[src/dpd_map.svh]
// offsets, field positions, reset values and timing counts of the diag register set
// assumes inclusion by bare name from the design file and the test bench
`ifndef DPD_MAP_SVH
`define DPD_MAP_SVH
`define DPD_REC_PARAM 8'h00
`define DPD_REC_SHORT 8'h00
`define DPD_REC_FULL 8'h01
`define DPD_REC_FILT0 8'h80
`define DPD_REC_FILT3 8'h83
`define DPD_BYTE_DIAG_IRQ_ENABLE 5'h00
`define DPD_BYTE_WB_EN 5'h01
`define DPD_SHORT_LEN 5'h04
`define DPD_FULL_LEN 5'h14
`define DPD_B_ERR_A 5'h00
`define DPD_B_MODCLASS 5'h01
`define DPD_B_RSVD 5'h02
`define DPD_B_ERR_D 5'h03
`define DPD_B_CHKIND 5'h04
`define DPD_B_BITS 5'h05
`define DPD_B_NCH 5'h06
`define DPD_B_CHMAP 5'h07
`define DPD_B_CH0 5'h08
`define DPD_B_TS0 5'h10
`define DPD_IRQ_ON 8'h40
`define DPD_IRQ_OFF 8'h00
`define DPD_RST_DIAG_IRQ_ENABLE 8'h00
`define DPD_RST_WB_EN 8'h00
`define DPD_RST_FILT 8'h11
`define DPD_MODCLASS 8'h1f
`define DPD_CHKIND 8'h70
`define DPD_BITS_PER_CH 8'h08
`define DPD_NUM_CH 8'h08
`define DPD_EA_MOD_FAIL 0
`define DPD_EA_INTERNAL 1
`define DPD_EA_EXTERNAL 2
`define DPD_EA_CHANNEL 3
`define DPD_EA_AUX 4
`define DPD_EA_PARAM 7
`define DPD_ED_OVF 3
`define DPD_ED_COMM 4
`define DPD_CE_PARAM 0
`define DPD_CE_WB 4
`define DPD_CLK_MHZ 200
`define DPD_TICK_US 1
`define DPD_US_TICK_CYC (`DPD_CLK_MHZ * `DPD_TICK_US)
`define DPD_FT1_US 100
`define DPD_FT2_US 400
`define DPD_FT3_US 800
`define DPD_FT4_US 1600
`define DPD_FT5_US 3200
`define DPD_FT6_US 10000
`define DPD_FT7_US 20000
`endif

[src/dpd_pkg.sv]
// types shared by the diag register set
// assumes dpd_map.svh sits in the include path
package dpd_pkg;
    timeunit 1ns;
    timeprecision 100ps;
    typedef logic [7:0] dpd_byte_t;
    typedef logic [14:0] dpd_us_t;
    typedef logic [3:0] dpd_code_t;
endpackage

[src/dpd_regs.sv]
// parameter and diagnostic record set of an eight channel digital input module
// assumes record access strobes come from backplane logic on sys_clk; status pins are asynchronous
`include "dpd_map.svh"
module dpd_regs #(
    parameter int NUM_CH = 8,
    parameter int US_TICK_CYC = `DPD_US_TICK_CYC
) (
    input wire logic sys_clk,
    input wire logic rst,
    input wire logic [NUM_CH-1:0] input_channel,
    input wire logic [NUM_CH-1:0] wire_break_raw,
    input wire logic module_fail_in,
    input wire logic aux_supply_missing_in,
    input wire logic comm_error_in,
    input wire logic diag_overflow_in,
    input wire logic sys_stop,
    input wire logic wr_req,
    input wire logic [7:0] wr_record,
    input wire logic [4:0] wr_byte,
    input wire logic [7:0] wr_data,
    input wire logic rd_req,
    input wire logic [7:0] rd_record,
    input wire logic [4:0] rd_byte,
    output logic wr_ack_q,
    output logic wr_err_q,
    output logic rd_valid_q,
    output logic rd_err_q,
    output logic [7:0] rd_data_q,
    output logic [NUM_CH-1:0] filtered_inputs,
    output logic diag_irq_q
);
    timeunit 1ns;
    timeprecision 100ps;

    // byte packing assumes eight channels; the divider is 16 bits wide
    if (NUM_CH != 8 || US_TICK_CYC < 1 || US_TICK_CYC > 65535) begin : g_bad_param
        $error("dpd_regs: NUM_CH must be 8 and US_TICK_CYC 1..65535");
    end

    localparam int NP = NUM_CH / 2;
    localparam logic [15:0] TICK_LAST = 16'(US_TICK_CYC - 1);

    // pin synchronisers
    logic [NUM_CH-1:0] din_s1_q, din_q, wb_s1_q, wb_q;
    logic [3:0] st_s1_q, st_q;
    always_ff @(posedge sys_clk or posedge rst) begin
        if (rst) begin
            din_s1_q <= '0;
            din_q <= '0;
            wb_s1_q <= '0;
            wb_q <= '0;
            st_s1_q <= 4'h0;
            st_q <= 4'h0;
        end else begin
            din_s1_q <= input_channel;
            din_q <= din_s1_q;
            wb_s1_q <= wire_break_raw;
            wb_q <= wb_s1_q;
            st_s1_q <= {diag_overflow_in, comm_error_in, aux_supply_missing_in, module_fail_in};
            st_q <= st_s1_q;
        end
    end

    // one microsecond enable and the free running ticker
    logic [15:0] div_q;
    logic us_tick_q;
    logic [31:0] us_cnt_q;
    always_ff @(posedge sys_clk or posedge rst) begin
        if (rst) begin
            div_q <= 16'h0000;
            us_tick_q <= 1'b0;
        end else if (div_q == TICK_LAST) begin
            div_q <= 16'h0000;
            us_tick_q <= 1'b1;
        end else begin
            div_q <= div_q + 16'h0001;
            us_tick_q <= 1'b0;
        end
    end

    always_ff @(posedge sys_clk or posedge rst) begin
        if (rst) begin
            us_cnt_q <= 32'h0000_0000;
        end else if (us_tick_q) begin
            us_cnt_q <= us_cnt_q + 32'h0000_0001;
        end
    end

    // parameter bytes
    logic [7:0] diag_irq_enable_q, wire_break_enable_q;
    logic [8*NP-1:0] filter_time_pair_q;
    logic wr_par, wr_filt, wr_ok;
    assign wr_par = wr_record == `DPD_REC_PARAM
        && (wr_byte == `DPD_BYTE_DIAG_IRQ_ENABLE || wr_byte == `DPD_BYTE_WB_EN);
    assign wr_filt = wr_record >= `DPD_REC_FILT0 && wr_record <= `DPD_REC_FILT3 && wr_byte == 5'h00;
    assign wr_ok = (wr_par && sys_stop) || wr_filt;

    always_ff @(posedge sys_clk or posedge rst) begin
        if (rst) begin
            diag_irq_enable_q <= `DPD_RST_DIAG_IRQ_ENABLE;
            wire_break_enable_q <= `DPD_RST_WB_EN;
            filter_time_pair_q <= {NP{`DPD_RST_FILT}};
        end else if (wr_req && wr_ok) begin
            if (wr_filt) begin
                filter_time_pair_q[8*wr_record[1:0] +: 8] <= wr_data;
            end else if (wr_byte == `DPD_BYTE_DIAG_IRQ_ENABLE) begin
                diag_irq_enable_q <= wr_data;
            end else begin
                wire_break_enable_q <= wr_data;
            end
        end
    end

    always_ff @(posedge sys_clk or posedge rst) begin
        if (rst) begin
            wr_ack_q <= 1'b0;
            wr_err_q <= 1'b0;
        end else begin
            wr_ack_q <= wr_req && wr_ok;
            wr_err_q <= wr_req && !wr_ok;
        end
    end

    // code to filter time, zero marks an illegal code
    function automatic dpd_pkg::dpd_us_t ft_us(input dpd_pkg::dpd_code_t c);
        case (c)
            4'h1: ft_us = 15'(`DPD_FT1_US);
            4'h2: ft_us = 15'(`DPD_FT2_US);
            4'h3: ft_us = 15'(`DPD_FT3_US);
            4'h4: ft_us = 15'(`DPD_FT4_US);
            4'h5: ft_us = 15'(`DPD_FT5_US);
            4'h6: ft_us = 15'(`DPD_FT6_US);
            4'h7: ft_us = 15'(`DPD_FT7_US);
            default: ft_us = 15'h0000;
        endcase
    endfunction

    logic [8*NUM_CH-1:0] ch_err_d;
    genvar g;
    generate
        for (g = 0; g < NUM_CH; g++) begin : g_ch
            dpd_pkg::dpd_code_t code;
            dpd_pkg::dpd_us_t lim;
            dpd_pkg::dpd_us_t cnt_q;
            logic filt_q;
            assign code = filter_time_pair_q[8*(g/2) + 4*(g%2) +: 4];
            assign lim = ft_us(code);
            // input held until stable for the filter time
            always_ff @(posedge sys_clk or posedge rst) begin
                if (rst) begin
                    cnt_q <= 15'h0000;
                    filt_q <= 1'b0;
                end else if (din_q[g] == filt_q || lim == 15'h0000) begin
                    cnt_q <= 15'h0000;
                end else if (us_tick_q) begin
                    if (cnt_q + 15'h0001 >= lim) begin
                        cnt_q <= 15'h0000;
                        filt_q <= din_q[g];
                    end else begin
                        cnt_q <= cnt_q + 15'h0001;
                    end
                end
            end
            assign filtered_inputs[g] = filt_q;
            logic [7:0] err_b;
            always_comb begin
                err_b = 8'h00;
                err_b[`DPD_CE_PARAM] = lim == 15'h0000;
                err_b[`DPD_CE_WB] = wb_q[g] && wire_break_enable_q[g];
            end
            assign ch_err_d[8*g +: 8] = err_b;
        end
    endgenerate

    // error bytes
    logic [8*NUM_CH-1:0] ch_err_q;
    logic [7:0] ch_map_q, err_a_q, err_d_q, ch_map_d, err_a_d, err_d_d;
    always_comb begin
        for (int i = 0; i < NUM_CH; i++) begin
            ch_map_d[i] = |ch_err_d[8*i +: 8];
        end
        err_d_d = 8'h00;
        err_d_d[`DPD_ED_OVF] = st_q[3];
        err_d_d[`DPD_ED_COMM] = st_q[2];
        err_a_d = 8'h00;
        err_a_d[`DPD_EA_MOD_FAIL] = st_q[0];
        err_a_d[`DPD_EA_INTERNAL] = st_q[2] || st_q[3];
        err_a_d[`DPD_EA_EXTERNAL] = st_q[1] || (|(wb_q & wire_break_enable_q));
        err_a_d[`DPD_EA_CHANNEL] = |ch_map_d;
        err_a_d[`DPD_EA_AUX] = st_q[1];
        err_a_d[`DPD_EA_PARAM] = |(ch_err_d & {NUM_CH{8'h01}});
    end

    always_ff @(posedge sys_clk or posedge rst) begin
        if (rst) begin
            ch_err_q <= '0;
            ch_map_q <= 8'h00;
            err_a_q <= 8'h00;
            err_d_q <= 8'h00;
        end else begin
            ch_err_q <= ch_err_d;
            ch_map_q <= ch_map_d;
            err_a_q <= err_a_d;
            err_d_q <= err_d_d;
        end
    end

    // a new condition is any error bit rising, whether or not the interrupt is on
    logic new_evt;
    assign new_evt = |({ch_err_d, err_a_d, err_d_d} & ~{ch_err_q, err_a_q, err_d_q});

    logic [31:0] diag_timestamp_us_q;
    always_ff @(posedge sys_clk or posedge rst) begin
        if (rst) begin
            diag_timestamp_us_q <= 32'h0000_0000;
        end else if (new_evt) begin
            diag_timestamp_us_q <= us_cnt_q;
        end
    end

    // interrupt only with exact enable code
    always_ff @(posedge sys_clk or posedge rst) begin
        if (rst) begin
            diag_irq_q <= 1'b0;
        end else begin
            diag_irq_q <= new_evt && diag_irq_enable_q == `DPD_IRQ_ON;
        end
    end

    // read mux
    logic [7:0] rd_mux;
    logic rd_hit;
    logic [4:0] rel;
    always_comb begin
        rd_mux = 8'h00;
        rd_hit = 1'b0;
        rel = rd_byte - `DPD_B_CH0;
        if (rd_record >= `DPD_REC_FILT0 && rd_record <= `DPD_REC_FILT3) begin
            rd_hit = rd_byte == 5'h00;
            if (rd_hit) begin
                rd_mux = filter_time_pair_q[8*rd_record[1:0] +: 8];
            end
        end else if ((rd_record == `DPD_REC_SHORT && rd_byte < `DPD_SHORT_LEN)
                || (rd_record == `DPD_REC_FULL && rd_byte < `DPD_FULL_LEN)) begin
            rd_hit = 1'b1;
            if (rd_byte >= `DPD_B_TS0) begin
                rd_mux = diag_timestamp_us_q[8*rd_byte[1:0] +: 8];
            end else if (rd_byte >= `DPD_B_CH0) begin
                rd_mux = ch_err_q[8*rel[2:0] +: 8];
            end else begin
                case (rd_byte)
                    `DPD_B_ERR_A: rd_mux = err_a_q;
                    `DPD_B_MODCLASS: rd_mux = `DPD_MODCLASS;
                    `DPD_B_RSVD: rd_mux = 8'h00;
                    `DPD_B_ERR_D: rd_mux = err_d_q;
                    `DPD_B_CHKIND: rd_mux = `DPD_CHKIND;
                    `DPD_B_BITS: rd_mux = `DPD_BITS_PER_CH;
                    `DPD_B_NCH: rd_mux = `DPD_NUM_CH;
                    default: rd_mux = ch_map_q;
                endcase
            end
        end
    end

    always_ff @(posedge sys_clk or posedge rst) begin
        if (rst) begin
            rd_valid_q <= 1'b0;
            rd_err_q <= 1'b0;
            rd_data_q <= 8'h00;
        end else begin
            rd_valid_q <= rd_req;
            rd_err_q <= rd_req && !rd_hit;
            if (rd_req) begin
                rd_data_q <= rd_mux;
            end
        end
    end
endmodule // dpd_regs

[config.mk]
export PLATFORM = sky130hd
export DESIGN_NAME = dpd_regs
export DESIGN_NICKNAME = d
export VERILOG_FILES = /design/src/dpd_pkg.sv /design/src/dpd_regs.sv
export VERILOG_INCLUDE_DIRS = /design/src
export SDC_FILE = /design/constraint.sdc
export NUM_CORES = 1
export LEC_CHECK = 0
export BUFFER_PORTS_ARGS = -buffer_cell sky130_fd_sc_hd__buf_2
export CAP_MARGIN = 40
export CORE_MARGIN = 1
export CORE_UTILIZATION = 57
export CTS_CLUSTER_SIZE = 8
export DETAILED_ROUTE_END_ITERATION = 10
export GPL_TIMING_DRIVEN = 1
export PLACE_DENSITY = 0.74
export SLEW_MARGIN = 25
export SYNTH_ARGS = -nofsm -noshare
export SYNTH_HDL_FRONTEND = slang
export SYNTH_SLANG_ARGS = --single-unit
[constraint.sdc]
create_clock -name sys_clk -period 12.65 [get_ports sys_clk]
set_input_delay 2.53 -clock sys_clk [delete_from_list [all_inputs] [get_ports sys_clk]]
set_output_delay 2.53 -clock sys_clk [all_outputs]
set_load 0.005 [all_outputs]
==> out/results.txt <==
Clock Sink Count = 342
via count of the first global-routing pass = 14,000
maximum frequency from static timing analysis = 234 MHz
remaining design rule violation count = 0
Post-Synth Simple-Gate Area = 20.2%
run status = finished, final reports clean
fraction of the mapped netlist area in adder cells = 6.80%
power density over the cells = 111 mW/mm²
yosys synthesis warning count = 0
first-pass GRT wire length = 71,600 µm
final wirelength = 43,200 µm
global routing usage summed across all routing layers = 26.5%
antenna viol nets, final = 0
Internal = 0.00183 W
clock-pin slew reported for the worst setup and hold paths after clock tree synthesis = 50 ps
Startpoint Class = input port
EDFF count, synth = 0
Max-Slew Margin vs Limit = 50.7%
WS Path Type = in2reg
Cell Chain, Critical Path = buf_2, or4_1, nor2_1, and3_1, nand2_1, nor2_1, mux2_2
y dimension of the die = 184 µm
post-synthesis xor/xnor area fraction = 6.89%
combinational family with the most area after synthesis = simple AND/OR/NAND/NOR gates
maximum number of pins on one net before global-route repair = 114
I/O pin cnt = 80
time the worst path needs with I/O delays and setup = 4270 ps
initial drt markers = 864
Cell variety after synth = 67
core region area = 0.0326 mm²
reg2reg setup slack = 8840 ps
net total in the final layout = 2,127
share of post-route cells with drive strength above 1 = 14.5%
Comb pwr share = 3.3%
Mapped Avg Cell Area = 9.99 µm²
Cells after Synth = 1,897
switching power = 0.000516 W
Post-CTS Hold Fix Bufs = 0
top library cells by usage in the layout, fill and taps aside = dfrtp_1 (334), nand2_1 (257), nor2_1 (115)
Via density = 5.90
most frequent standard cell in the layout excluding fill and tap cells = dfrtp_1
area of the die = 0.0340 mm²
min-delay src = din_s1_q[5]$_DFF_PP0_
number of register bits inferred by synthesis = 342
most repeated library cell on the critical path = nor2_1
leakage power summed over all cells = 9.73 nW
class of the tightest hold or removal check = reg2reg
# resized after CTS = 0
Synth Flop Type = dfrtp_1
detailed-placement wirelength estimate = 31,000 µm
area overhead of the layout relative to synthesis = 11.5%
startpoint of the most critical register-to-register path = g_ch[7].cnt_q[1]$_DFFE_PP0P_
initial antenna violation count = 4
number of port buffers = 79
placer's final routability congestion estimate = 0.866
Chip Width = 184 µm
total negative slack = 0 ps
fraction of power spent switching nets = 21.9%
worst slew pin tran = 733 ps
worst clock skew = 17.1 ps
mux cell area share after synthesis = 6.48%
total iterations of the first detailed-routing run = 5
CTS buffer count = 48
Hold Slack = 338 ps
final setup violating endpoints = 0
WL per Instance = 17.7 µm
CP Max Fanout = 8
setup repair after global routing missed its margin = false
source of the critical timing path = wr_record[6]
arrival time at the worst endpoint = 4690 ps
TritonCTS clock tree = yes
reported max-cap violation count = 0
aggregate global routing overflow = 0
sequential group share of total power = 47.3%
Hold Path Cell Cnt = 0
largest buffer count on any clock path = 3
crit path capture type = flip-flop
cell with the largest stage delay on the worst path = nor2_1
latest clock arrival within the worst-skew pair = 550 ps
clock network fraction of total power = 49.4%
final hold viol count = 0
initial core utilization = 58.1%
number of nets in the synthesized netlist = 2,059
worst reg2reg path endpoint = g_ch[7].cnt_q[2]$_DFFE_PP0P_
number of H-tree levels = 2
cell chosen for the clock root = clkbuf_16
Max rail drop VDD = 0.0912 mV
netlist area before placement = 0.0189 mm²
CP max stage delay = 540 ps
sequential fraction of the synthesis area = 45.2%
post-route clock period utilization = 33.7%
Min-Delay Endpoint = din_q[5]$_DFF_PP0_
FF-to-FF path depth = 13
post-CTS setup-driven buffer insertion count = 0
detailed-route via count = 14,400
share of async-settable or async-resettable flops after synthesis = 100%
Slew Limit Fails = 0
endpoint required time on the critical path = 13,070 ps
number of fill cells = 2,590
synthesized-area fraction occupied by ao, oa, aoi and oai cells = 11.3%
total number of placement rows = 66
## cells in the mapped netlist (4+ instances only)
cell type  count  area [µm²]
or3b_2        15         131
a31oi_1        5        31.3
nand2b_1      33         206
or2_2         22         138
a311oi_1       8        70.1
a211o_1        4        35.0
buf_4          8        60.1
xnor2_1       98         858
clkbuf_1      69         259
a21o_1        24         180
or3_1         17         106
and2_1        15        93.8
and3_1        35         219
inv_1         56         210
buf_2          5        25.0
xor2_1        51         447
dfstp_2        8         210
nor2b_1       23         144
nand2_1      257         965
nor3b_1        5        37.5
nor3_1        27         135
mux4_2        20         450
nand4_1       37         231
a22o_1        60         526
o22ai_1        7        43.8
nor2_1       115         432
o31ai_1        9        67.6
nand3b_1      32         240
a32o_1        10         100
and4_1         4        35.0
ha_1         103        1290
a21oi_1       56         280
dfrtp_1      334        8360
nor4b_1       11        96.3
mux2i_1       11         110
o21ai_0       82         410
mux2_2        58         653
or4_1          5        37.5
nand3_1       89         445
nor4_1        16         100
a211oi_1      11        82.6
## worst max-delay path, delay by kind of cell
family | cells | cell delay (ps)
buffers and inverters | 1 | 90
muxes | 1 | 420
and+or+nand+nor | 5 | 1630
## how the worst max path moves through the flow
stage	endpoint	cells past startpoint
4_1_cts	wire_break_enable_q[2]$_DFFE_PP0P_	7
6_report	wire_break_enable_q[2]$_DFFE_PP0P_	7
3_3_place_gp	rd_data_q[4]$_DFFE_PP0P_	6
5_1_grt	wire_break_enable_q[2]$_DFFE_PP0P_	7
2_1_floorplan	ch_err_q[0]$_DFF_PP0_	1
3_5_place_dp	wire_break_enable_q[2]$_DFFE_PP0P_	7
## registers in the layout, summed over array words and instances, names as in the netlist, 6 cells and up
name                 flops
ch_map_q                 8
err_a_q                  6
rd_data_q                8
din_s1_q                 8
din_q                    8
us_cnt_q                32
filter_time_pair_q      32
g_ch.filt_q              8
diag_timestamp_us_q     32
div_q                   16
g_ch.cnt_q             120
wb_s1_q                  8
wire_break_enable_q      8
ch_err_q                16
diag_irq_enable_q        8
wb_q                     8
## power groups by stage
| stage | Clock [W] | Sequential (W) | Combinational (W) |
|---|---|---|---|
| after floorplan | 0 | 0.00113 | 0.0000459 |
| after global placement | 0 | 0.00113 | 0.0000728 |
| after detailed placement | 0 | 0.00113 | 0.0000777 |
| after CTS | 0.00119 | 0.00111 | 0.0000781 |
| after global routing | 0.00123 | 0.00111 | 0.0000876 |
| final | 0.00116 | 0.00111 | 0.0000780 |
## stage by stage
stage          util, %  std cells  worst slack, ps  cell area [µm²]  power (W)
2_1_floorplan        -       1897              653            18900    0.00117
3_3_place_gp      60.2       2344             7900            19600    0.00120
3_5_place_dp      60.5       2352             7880            19700    0.00121
4_1_cts           64.6       2426             8450            21100    0.00238
5_1_grt           64.7       2433             8270            21100    0.00243
6_report          64.8       2435             8380            21100    0.00235
## cell type report
cell class              instances  area [µm²]  area share [%]
diodes                          4        10.0          0.0474
clock buffers                  72        1310            6.21
clock inverters                 2        17.5          0.0829
inverters                      57         221            1.05
multi-input cells            1412        9800            46.4
flip-flops and latches        342        8570            40.6
well taps                     442         553            2.62
repair buffers                104         639            3.03
## logic make-up (layout without fill, tap and decap cells)
| logic type | after synthesis | after routing |
|---|---|---|
| simple gates | 761 | 761 |
| flops | 342 | 342 |
| compound gates | 309 | 309 |
| xor+xnor | 149 | 149 |
| buf+inv | 143 | 235 |
| fa+ha+maj | 103 | 103 |
| mux | 90 | 90 |
| other cells | 0 | 4 |
## per-layer routing
layer  track usage (%)  vias up  wire length (µm)
met3              4.25       78              2400
met1              37.0     7022             19400
met2              42.5      369             20300
met4              8.30        0              1060
met5                 0        -                 0
li1                  -     6891                 -
Power figures use the tool's default switching activity.
